`config.mk`:
```
export PLATFORM = sky130hd
export DESIGN_NAME = iosr_top
export DESIGN_NICKNAME = d
export VERILOG_FILES = /design/src/design/iosr_pad.v /design/src/design/iosr_top.v
export VERILOG_INCLUDE_DIRS = /design/src /design/src/design
export SDC_FILE = /design/constraint.sdc
export NUM_CORES = 1
export LEC_CHECK = 0
export ABC_AREA = 1
export BUFFER_PORTS_ARGS = -buffer_cell sky130_fd_sc_hd__buf_4
export CAP_MARGIN = 40
export CORE_MARGIN = 10
export CORE_UTILIZATION = 47
export DETAILED_ROUTE_END_ITERATION = 6
export PLACE_DENSITY = 0.73
export SYNTH_ARGS = -nofsm -noshare
export SYNTH_HDL_FRONTEND = slang
export SYNTH_SLANG_ARGS = --single-unit
export TNS_END_PERCENT = 100
```
`constraint.sdc`:
```
create_clock -name clk -period 1.1 [get_ports clk]
set_input_delay 0.22 -clock clk [delete_from_list [all_inputs] [get_ports clk]]
set_output_delay 0.22 -clock clk [all_outputs]
set_load 0.02 [all_outputs]
```
`src/design/iosr_regs.vh`:
```
`ifndef IOSR_REGS_VH
`define IOSR_REGS_VH
// ****************************************
// io address map
// ****************************************
`define IOSR_A_FLAGS 6'h00
`define IOSR_A_SP 6'h02
`define IOSR_A_CLKMD 6'h03
`define IOSR_A_INTEN 6'h04
`define IOSR_A_INTRQ 6'h05
`define IOSR_A_TMODE 6'h06
`define IOSR_A_BGPC 6'h0a
`define IOSR_A_TRIM 6'h0b
`define IOSR_A_EDGE 6'h0c
`define IOSR_A_WAKE 6'h0d
`define IOSR_A_PDATA 6'h10
`define IOSR_A_PDIR 6'h11
`define IOSR_A_PPULL 6'h12
`define IOSR_A_MISC 6'h3b
// ****************************************
// reset values
// ****************************************
`define IOSR_RST_ZERO 8'h00
`define IOSR_RST_CLKMD 8'hf6
`define IOSR_RST_WAKE 8'hf9
`define IOSR_RST_PC 10'h000
// ****************************************
// field masks and positions
// ****************************************
`define IOSR_FLAGS_HI 4'hf
`define IOSR_INT_MASK 8'h05
`define IOSR_TRIM_MASK 8'h3f
`define IOSR_EDGE_MASK 8'h13
`define IOSR_WAKE_MASK 8'hf9
`define IOSR_MISC_MASK 8'h2f
`define IOSR_BGPC_MASK 8'h01
`define IOSR_SP_MASK 8'hfe
`define IOSR_PIN_OD 5
`define IOSR_PIN_INT 0
`define IOSR_BIT_TMR 2
`define IOSR_BIT_PIN0 0
`define IOSR_BIT_FAST 4
`define IOSR_BIT_TYPE 3
`define IOSR_BIT_SLOW 2
`define IOSR_BIT_WDOG 1
`define IOSR_BIT_RSTP 0
`define IOSR_BIT_TEDGE 4
`define IOSR_BIT_FASTWK 5
// ****************************************
// encodings
// ****************************************
`define IOSR_SRC_OFF 3'h0
`define IOSR_SRC_SYS 3'h1
`define IOSR_SRC_FAST 3'h4
`define IOSR_SRC_SLOW 3'h6
`define IOSR_SRC_PIN 3'h7
`define IOSR_EDGE_BOTH 2'h0
`define IOSR_EDGE_RISE 2'h1
`define IOSR_EDGE_FALL 2'h2
`define IOSR_CK_FAST4 4'h0
`define IOSR_CK_FAST2 4'h1
`define IOSR_CK_SLOW4 4'h6
`define IOSR_CK_SLOW1 4'h7
`define IOSR_CK_FAST16 4'h8
`define IOSR_CK_FAST8 4'h9
`define IOSR_CK_FAST32 4'hb
`define IOSR_CK_FAST64 4'hc
`define IOSR_WDT_2048 16'd2048
`define IOSR_WDT_4096 16'd4096
`define IOSR_WDT_16384 16'd16384
`define IOSR_WDT_256 16'd256
`define IOSR_WAKE_NORMAL 11'd1024
`define IOSR_WAKE_FAST 11'd128
`define IOSR_PRE_1 6'h00
`define IOSR_PRE_4 6'h03
`define IOSR_PRE_16 6'h0f
`define IOSR_PRE_64 6'h3f
`endif

```
`src/design/iosr_pad.v`:
```
`timescale 1ns/1ps
`include "iosr_regs.vh"
// ****************************************
// one port pad control slice
// ****************************************
module iosr_pad #(
    parameter HAS_HIGH = 1
) (
    data_bit,
    dir_bit,
    pull_bit,
    pad_in,
    pad_out,
    pad_oe_n,
    pull_on,
    read_bit
);
    input wire data_bit;
    input wire dir_bit;
    input wire pull_bit;
    input wire pad_in;
    output wire pad_out;
    output wire pad_oe_n;
    output wire pull_on;
    output wire read_bit;
    // drive value: open drain pin only ever drives low
    assign pad_out = HAS_HIGH ? data_bit : 1'b0;
    // enable low while driving; open drain floats on a high bit
    assign pad_oe_n = ~(dir_bit & (HAS_HIGH ? 1'b1 : ~data_bit));
    // pull-up only for input or output-high; off when driving low
    assign pull_on = (HAS_HIGH != 0) & pull_bit & (~dir_bit | data_bit);
    // output pins read back the latch, inputs read the pad
    assign read_bit = dir_bit ? data_bit : pad_in;
endmodule

```
`src/design/iosr_top.v`:
```
`timescale 1ns/1ps
`include "iosr_regs.vh"
module iosr_top (
    clk,
    rst_n,
    io_addr,
    io_wr,
    io_rd,
    io_wdata,
    io_rdata,
    alu_flags_in,
    alu_flags_we,
    alu_flags_out,
    sleep_save,
    sleep_deep,
    timer_count,
    pad_in,
    pad_out,
    pad_oe_n,
    pull_on,
    ext_reset_sel,
    reset_vector,
    irq_timer,
    irq_pin,
    wake_event,
    clk_sel_code,
    clk_sel_valid,
    fast_osc_en,
    slow_osc_en,
    wdog_en,
    fast_osc_trim,
    bandgap_off,
    lvr_disable,
    timer_src,
    timer_tick_en,
    timer_prescale_max,
    wdog_timeout,
    wake_count
);
    input wire clk;
    input wire rst_n;
    input wire [5:0] io_addr; // io space address
    input wire io_wr; // write strobe, one cycle
    input wire io_rd; // read strobe
    input wire [7:0] io_wdata;
    output reg [7:0] io_rdata; // registered read data
    input wire [3:0] alu_flags_in; // flags from the alu
    input wire alu_flags_we; // alu updates flags
    output wire [3:0] alu_flags_out;
    input wire sleep_save; // core in power-save sleep
    input wire sleep_deep; // core in power-down sleep
    input wire [15:0] timer_count; // timer counter value
    input wire [7:0] pad_in;
    output wire [7:0] pad_out;
    output wire [7:0] pad_oe_n;
    output wire [7:0] pull_on;
    output wire ext_reset_sel; // pin 5 used as reset input
    output wire [9:0] reset_vector; // restart address
    output wire irq_timer; // timer request and enabled
    output wire irq_pin; // pin 0 request and enabled
    output reg wake_event; // wake-up pulse
    output wire [3:0] clk_sel_code; // {type, bits 7:5}
    output wire clk_sel_valid; // code is not reserved
    output wire fast_osc_en;
    output wire slow_osc_en;
    output wire wdog_en;
    output wire [5:0] fast_osc_trim;
    output wire bandgap_off;
    output wire lvr_disable;
    output wire [2:0] timer_src;
    output wire timer_tick_en; // source not off and not reserved
    output reg [5:0] timer_prescale_max; // prescaler terminal count
    output reg [15:0] wdog_timeout; // slow clocks
    output wire [10:0] wake_count; // wake-up delay count
    // ****************************************
    // register storage
    // ****************************************
    reg [3:0] flags_q; // alu flags
    reg [7:0] sp_q; // stack pointer
    reg [7:0] clkmd_q; // clock mode
    reg [7:0] inten_q; // interrupt enables
    reg [7:0] intrq_q; // interrupt requests
    reg [7:0] tmode_q; // timer mode
    reg [7:0] bgpc_q; // bandgap power control
    reg [7:0] trim_q; // oscillator trim
    reg [7:0] edge_q; // edge select
    reg [7:0] wake_q; // input and wake enables
    reg [7:0] pdata_q; // port data latch
    reg [7:0] pdir_q; // port direction
    reg [7:0] ppull_q; // pull-up enables
    reg [7:0] misc_q; // wake and watchdog control
    reg [7:0] pad_last_q; // previous pad levels
    reg tbit_last_q; // previous selected counter bit
    reg [7:0] rdata_d; // read mux
    reg [7:0] intrq_d; // request next value
    wire [7:0] read_bits; // per pin read value
    wire [7:0] pad_chg; // toggled pads
    wire pin_rise; // pin 0 rising edge
    wire pin_fall; // pin 0 falling edge
    wire pin_evt; // pin 0 interrupt event
    wire tbit; // selected counter bit
    wire tmr_evt; // timer interrupt event
    wire wr_intrq; // software write to requests
    // ****************************************
    // pad slices
    // ****************************************
    genvar gi;
    generate
        for (gi = 0; gi < 8; gi = gi + 1) begin : g_pad
            iosr_pad #(
                .HAS_HIGH(gi == `IOSR_PIN_OD ? 0 : 1)
            ) u_pad (
                .data_bit(pdata_q[gi]),
                .dir_bit(pdir_q[gi]),
                .pull_bit(ppull_q[gi]),
                .pad_in(pad_in[gi]),
                .pad_out(pad_out[gi]),
                .pad_oe_n(pad_oe_n[gi]),
                .pull_on(pull_on[gi]),
                .read_bit(read_bits[gi])
            );
        end
    endgenerate
    // ****************************************
    // event detection
    // ****************************************
    // pin 0 edges only count while its input is enabled
    assign pin_rise = pad_in[`IOSR_PIN_INT] & ~pad_last_q[`IOSR_PIN_INT];
    assign pin_fall = ~pad_in[`IOSR_PIN_INT] & pad_last_q[`IOSR_PIN_INT];
    assign pin_evt = wake_q[`IOSR_PIN_INT] &
        ((edge_q[1:0] == `IOSR_EDGE_BOTH & (pin_rise | pin_fall)) |
        (edge_q[1:0] == `IOSR_EDGE_RISE & pin_rise) |
        (edge_q[1:0] == `IOSR_EDGE_FALL & pin_fall));
    // counter bit 8 plus the select code
    assign tbit = timer_count[{1'b1, tmode_q[2:0]}];
    assign tmr_evt = edge_q[`IOSR_BIT_TEDGE] ? (tbit_last_q & ~tbit) :
        (~tbit_last_q & tbit);
    assign pad_chg = (pad_in ^ pad_last_q) & wake_q;
    assign wr_intrq = io_wr & (io_addr == `IOSR_A_INTRQ);
    // ****************************************
    // request next value: set wins over clear
    // ****************************************
    always @* begin
        intrq_d = intrq_q;
        if (wr_intrq) begin
            intrq_d = io_wdata & `IOSR_INT_MASK;
        end
        if (tmr_evt) begin
            intrq_d[`IOSR_BIT_TMR] = 1'b1;
        end
        if (pin_evt) begin
            intrq_d[`IOSR_BIT_PIN0] = 1'b1;
        end
    end
    // ****************************************
    // register writes
    // ****************************************
    always @(posedge clk or negedge rst_n) begin
        if (!rst_n) begin
            flags_q <= 4'h0;
            sp_q <= `IOSR_RST_ZERO;
            clkmd_q <= `IOSR_RST_CLKMD;
            inten_q <= `IOSR_RST_ZERO;
            intrq_q <= `IOSR_RST_ZERO;
            tmode_q <= `IOSR_RST_ZERO;
            bgpc_q <= `IOSR_RST_ZERO;
            trim_q <= `IOSR_RST_ZERO;
            edge_q <= `IOSR_RST_ZERO;
            wake_q <= `IOSR_RST_WAKE;
            pdata_q <= `IOSR_RST_ZERO;
            pdir_q <= `IOSR_RST_ZERO;
            ppull_q <= `IOSR_RST_ZERO;
            misc_q <= `IOSR_RST_ZERO;
            pad_last_q <= `IOSR_RST_ZERO;
            tbit_last_q <= 1'b0;
            wake_event <= 1'b0;
        end else begin
            pad_last_q <= pad_in;
            tbit_last_q <= tbit;
            intrq_q <= intrq_d;
            // pin toggles wake from either sleep; timer only from save
            wake_event <= (|pad_chg & (sleep_save | sleep_deep)) |
                (tmr_evt & sleep_save);
            if (alu_flags_we) begin
                flags_q <= alu_flags_in;
            end
            // io writes take effect on this edge
            if (io_wr) begin
                case (io_addr)
                    `IOSR_A_FLAGS: flags_q <= io_wdata[3:0];
                    `IOSR_A_SP: sp_q <= io_wdata;
                    `IOSR_A_CLKMD: clkmd_q <= io_wdata;
                    `IOSR_A_INTEN: inten_q <= io_wdata & `IOSR_INT_MASK;
                    `IOSR_A_TMODE: tmode_q <= io_wdata;
                    `IOSR_A_BGPC: bgpc_q <= io_wdata & `IOSR_BGPC_MASK;
                    `IOSR_A_TRIM: trim_q <= io_wdata & `IOSR_TRIM_MASK;
                    `IOSR_A_EDGE: edge_q <= io_wdata & `IOSR_EDGE_MASK;
                    `IOSR_A_WAKE: wake_q <= io_wdata & `IOSR_WAKE_MASK;
                    `IOSR_A_PDATA: pdata_q <= io_wdata;
                    `IOSR_A_PDIR: pdir_q <= io_wdata;
                    `IOSR_A_PPULL: ppull_q <= io_wdata;
                    `IOSR_A_MISC: misc_q <= io_wdata & `IOSR_MISC_MASK;
                    default: ;
                endcase
            end
        end
    end
    // ****************************************
    // read mux
    // ****************************************
    always @* begin
        case (io_addr)
            `IOSR_A_FLAGS: rdata_d = {`IOSR_FLAGS_HI, flags_q};
            `IOSR_A_SP: rdata_d = sp_q;
            `IOSR_A_CLKMD: rdata_d = clkmd_q;
            `IOSR_A_INTEN: rdata_d = inten_q;
            `IOSR_A_INTRQ: rdata_d = intrq_q;
            `IOSR_A_TMODE: rdata_d = tmode_q;
            `IOSR_A_PDATA: rdata_d = read_bits;
            `IOSR_A_PDIR: rdata_d = pdir_q;
            `IOSR_A_PPULL: rdata_d = ppull_q;
            default: rdata_d = `IOSR_RST_ZERO;
        endcase
    end
    // registered read data, held between reads
    always @(posedge clk or negedge rst_n) begin
        if (!rst_n) begin
            io_rdata <= `IOSR_RST_ZERO;
        end else if (io_rd) begin
            io_rdata <= rdata_d;
        end
    end
    // ****************************************
    // decoded settings
    // ****************************************
    always @* begin
        case (tmode_q[4:3])
            2'h0: timer_prescale_max = `IOSR_PRE_1;
            2'h1: timer_prescale_max = `IOSR_PRE_4;
            2'h2: timer_prescale_max = `IOSR_PRE_16;
            default: timer_prescale_max = `IOSR_PRE_64;
        endcase
    end
    always @* begin
        case (misc_q[1:0])
            2'h0: wdog_timeout = `IOSR_WDT_2048;
            2'h1: wdog_timeout = `IOSR_WDT_4096;
            2'h2: wdog_timeout = `IOSR_WDT_16384;
            default: wdog_timeout = `IOSR_WDT_256;
        endcase
    end
    assign alu_flags_out = flags_q;
    assign irq_timer = intrq_q[`IOSR_BIT_TMR] & inten_q[`IOSR_BIT_TMR];
    assign irq_pin = intrq_q[`IOSR_BIT_PIN0] & inten_q[`IOSR_BIT_PIN0];
    assign ext_reset_sel = clkmd_q[`IOSR_BIT_RSTP];
    assign reset_vector = `IOSR_RST_PC;
    assign clk_sel_code = {clkmd_q[`IOSR_BIT_TYPE], clkmd_q[7:5]};
    assign clk_sel_valid = (clk_sel_code == `IOSR_CK_FAST4) |
        (clk_sel_code == `IOSR_CK_FAST2) | (clk_sel_code == `IOSR_CK_SLOW4) |
        (clk_sel_code == `IOSR_CK_SLOW1) | (clk_sel_code == `IOSR_CK_FAST16) |
        (clk_sel_code == `IOSR_CK_FAST8) | (clk_sel_code == `IOSR_CK_FAST32) |
        (clk_sel_code == `IOSR_CK_FAST64);
    assign fast_osc_en = clkmd_q[`IOSR_BIT_FAST];
    assign slow_osc_en = clkmd_q[`IOSR_BIT_SLOW];
    assign wdog_en = clkmd_q[`IOSR_BIT_WDOG] & clkmd_q[`IOSR_BIT_SLOW];
    assign fast_osc_trim = trim_q[5:0];
    assign bandgap_off = bgpc_q[0];
    assign lvr_disable = misc_q[2];
    assign timer_src = tmode_q[7:5];
    assign timer_tick_en = (timer_src == `IOSR_SRC_SYS) | (timer_src == `IOSR_SRC_FAST) |
        (timer_src == `IOSR_SRC_SLOW) | (timer_src == `IOSR_SRC_PIN);
    assign wake_count = misc_q[`IOSR_BIT_FASTWK] ? `IOSR_WAKE_FAST :
        `IOSR_WAKE_NORMAL;
endmodule

```
==> out/summary.txt <==
status = finished, violations left
failing checks = negative setup slack
ys flop type = dfrtp_1
total CTS buffers = 9
diode count = 0
initial antenna violation count = 0
Post-DRT Antenna Nets = 0
slowest CP cell = dfstp_2
P_leak = 3.93 nW
crit path max fanout = 2
Starting Density = 0.481
max incr delay on CP = 0.56 ns
asr flop ratio synth = 1.00
DRC Markers = 0
Synth top cells by count = 186 x nand2_1, 80 x dfrtp_1, 67 x buf_4
met1 WL = 6830 um
worst clock skew = 0.00788 ns
Reg-to-Reg Start = clkmd_q[6]
hold path endpoint = pad_last_q[6]
core area = 10900 um^2
Synth top area share = 0.383
Avg Synthesized Cell Area = 8.16 um^2
top cells by area, synth = dfrtp_1 38%, nand2_1 13%, buf_4 9.6%, dfstp_2 6.0%, o21ai_2 5.4%
family with the most delay on the worst path = flip-flops
Post-Synthesis Cells = 641
CTS root buffer = clkbuf_8
endpoints failing setup = 82
First-pass DRT Iterations = 5
YS warnings = 0
RSZ-0062 raised after global routing = yes
CTS Sinks = 92
Crit. End Element = output port
kind of critical path = flip-flop to output port
Yosys cell types = 36
type of the most critical hold path = input port to flip-flop
worst hold slack = 0.0655 ns
flop-to-flop setup slack = -0.20 ns
most frequent cell after synthesis = nand2_1
layout filler cell count = 809
ratio of cells with drive above 1 in the final layout = 0.498
Total Wirelength = 15900 um
Synth area leader = dfrtp_1
Syn-to-layout area delta = 48.3%
Syn Std Cell Area = 5230 um^2
CTS tree = yes
Post-synth EDFFs = 0
die area = 15800 um^2
Detailed Route Iter0 Violations = 275
f_max = 0.617 GHz
Via Count = 4787
clk buf depth = 2
Worst VDD drop = 0.782 mV
io pins = 152
Max-Cap Viols = 0
first-pass GRT wire length = 25000 um
worst hold stages = 2
Worst R2R Path Depth = 9
PortBufs = 110
DR vias/cell = 4.82
post-place setup slack = -0.276 ns
crit path cell chain = inv_2 -> a21oi_4 -> xor2_2 -> buf_6
fin util = 0.713
P per Cell Area = 1310 nW/um^2
Seq/Total Area, Yosys = 0.443
top sig layer = met4
period utilisation layout = 1.47
met2 wire length = 7710 um
clock-pin slew on the worst setup and hold paths = 0.09 ns
hpwl dp = 11300 um
chip width = 126 um
H-tree Lvls = 3
metal3 WL = 1020 um
Inst Count DP = 914
setup ws final = -0.522 ns
GRT overflow = 0
WP buf/inv = 2
Non-Filler Instances = 993
clk_lat worst skew = 0.38 ns
Global Route Usage Sum = 0.194
max-slew violations = 0
register bit total from synthesis = 92
nets@finish = 899
GPL Wtd Cong = 0.899
Core Rows = 38
Req. time, crit path = 0.88 ns
Hold Startpoint = pad_in[6]
Hold Fails Final Rpt = 0
post-layout minimum cycle time = 1.62 ns
DP Area = 6440 um^2
largest net degree at the start of global routing = 36
post-route cell area = 7760 um^2
Die H = 126 um
RR Endpoint = io_rdata[6]
vias in the first global route = 4791
CP arrival = 1.40 ns
post-DR wirelength/cell = 16.0 um
Startpoint Class = flip-flop
-- timing repair --
item | CTS | global route
hold buffers | 4 | 0
hold endpoints to repair | 84 | 0
setup endpoints to repair | 81 | 84
pin swaps | 50 | 56
setup buffers | 47 | 25
resized for setup | 148 | 65
-- worst max path at each step --
stage / from / end / slack [ns] / cells after the start
floorplan: clkmd_q[6] / clk_sel_valid / -0.08 / 3
global placement: io_addr[2] / pdata_q[5] / -0.24 / 7
detailed placement: io_addr[5] / io_rdata[2] / -0.28 / 10
CTS: clkmd_q[6] / clk_sel_valid / -0.53 / 4
global route: clkmd_q[6] / clk_sel_valid / -0.58 / 4
finish: clkmd_q[6] / clk_sel_valid / -0.52 / 4
-- per-stage QoR --
stage / total power, W / TNS, ns
6_report: 0.0101 / -13.02
5_1_grt: 0.0106 / -16.52
4_1_cts: 0.00990 / -12.65
3_5_place_dp: 0.00693 / -15.82
3_3_place_gp: 0.00686 / -14.13
2_1_floorplan: 0.00583 / -0.166
-- cells by family after synthesis --
family,share of synthesized area
flops,0.443
buf+inv,0.155
xor+xnor,0.00502
simple gates,0.259
other cells,0.000717
compound gates,0.124
fa+ha+maj,0.00478
mux,0.00861
-- registers in the layout, summed over array words and instances (netlist names) --
name	cells
pdata_q	8
tbit_last_q	1
sp_q	8
tmode_q	8
alu_flags_out	4
io_rdata	8
pad_last_q	6
inten_q	2
wake_q	6
pdir_q	8
intrq_q	2
clkmd_q	8
misc_q	4
trim_q	6
wake_event	1
ppull_q	8
bgpc_q	1
edge_q	3
-- final cells by class --
| class | instances | area [um^2] | area share |
|---|---|---|---|
| Multi-Input combinational cell | 445 | 2490 | 0.321 |
| Timing Repair Buffer | 242 | 2370 | 0.305 |
| Sequential cell | 92 | 2320 | 0.299 |
| Inverter | 58 | 220 | 0.0284 |
| Tap cell | 140 | 175 | 0.0226 |
| Clock buffer | 11 | 141 | 0.0182 |
| Clock inverter | 5 | 42.5 | 0.00548 |
-- cells in the final DEF (no fill, tap or decap), types with 2 or more instances in the layout --
master and n:
a21boi_2 2, a21oi_1 4, a21oi_2 2, buf_12 12, buf_4 123, buf_6 102
clkbuf_8 10, conb_1 33, dfrtp_1 77, dfrtp_2 3, dfstp_2 12, dlygate4sd3_1 4
inv_1 27, inv_2 30, inv_6 3, mux2_2 4, nand2_1 166, nand2_2 24
nand2_4 6, nand3_1 14, nand3_2 7, nand3_4 2, nand4_1 4, nor2_1 34
nor2_2 18, nor2_4 16, nor2_8 2, o21ai_0 11, o21ai_1 47, o21ai_2 33
or2_4 2, xor2_1 2
-- worst reg2reg max path: cells and delay by family, from the launching register on --
kind                   cells  cell delay [ns]
buffers and inverters      4             0.40
and+or+nand+nor            5             0.28
DFF                        1             0.56
-- power by group --
group	internal, W	leakage (nW)	switching [W]	total [W]
Clock	0.000922	0.0966	0.00131	0.00223
Sequential	0.00383	1.16	0.000337	0.00417
Combinational	0.00186	2.67	0.00187	0.00374
Total	0.00662	3.93	0.00352	0.0101
-- layer usage --
metal | track usage | vias to the layer above
li1 | - | 2338
met5 | 0 | -
met3 | 0.0499 | 19
met2 | 0.309 | 144
met4 | 0.0630 | 0
met1 | 0.250 | 2286
No activity file was read; power rests on OpenSTA's default activity.
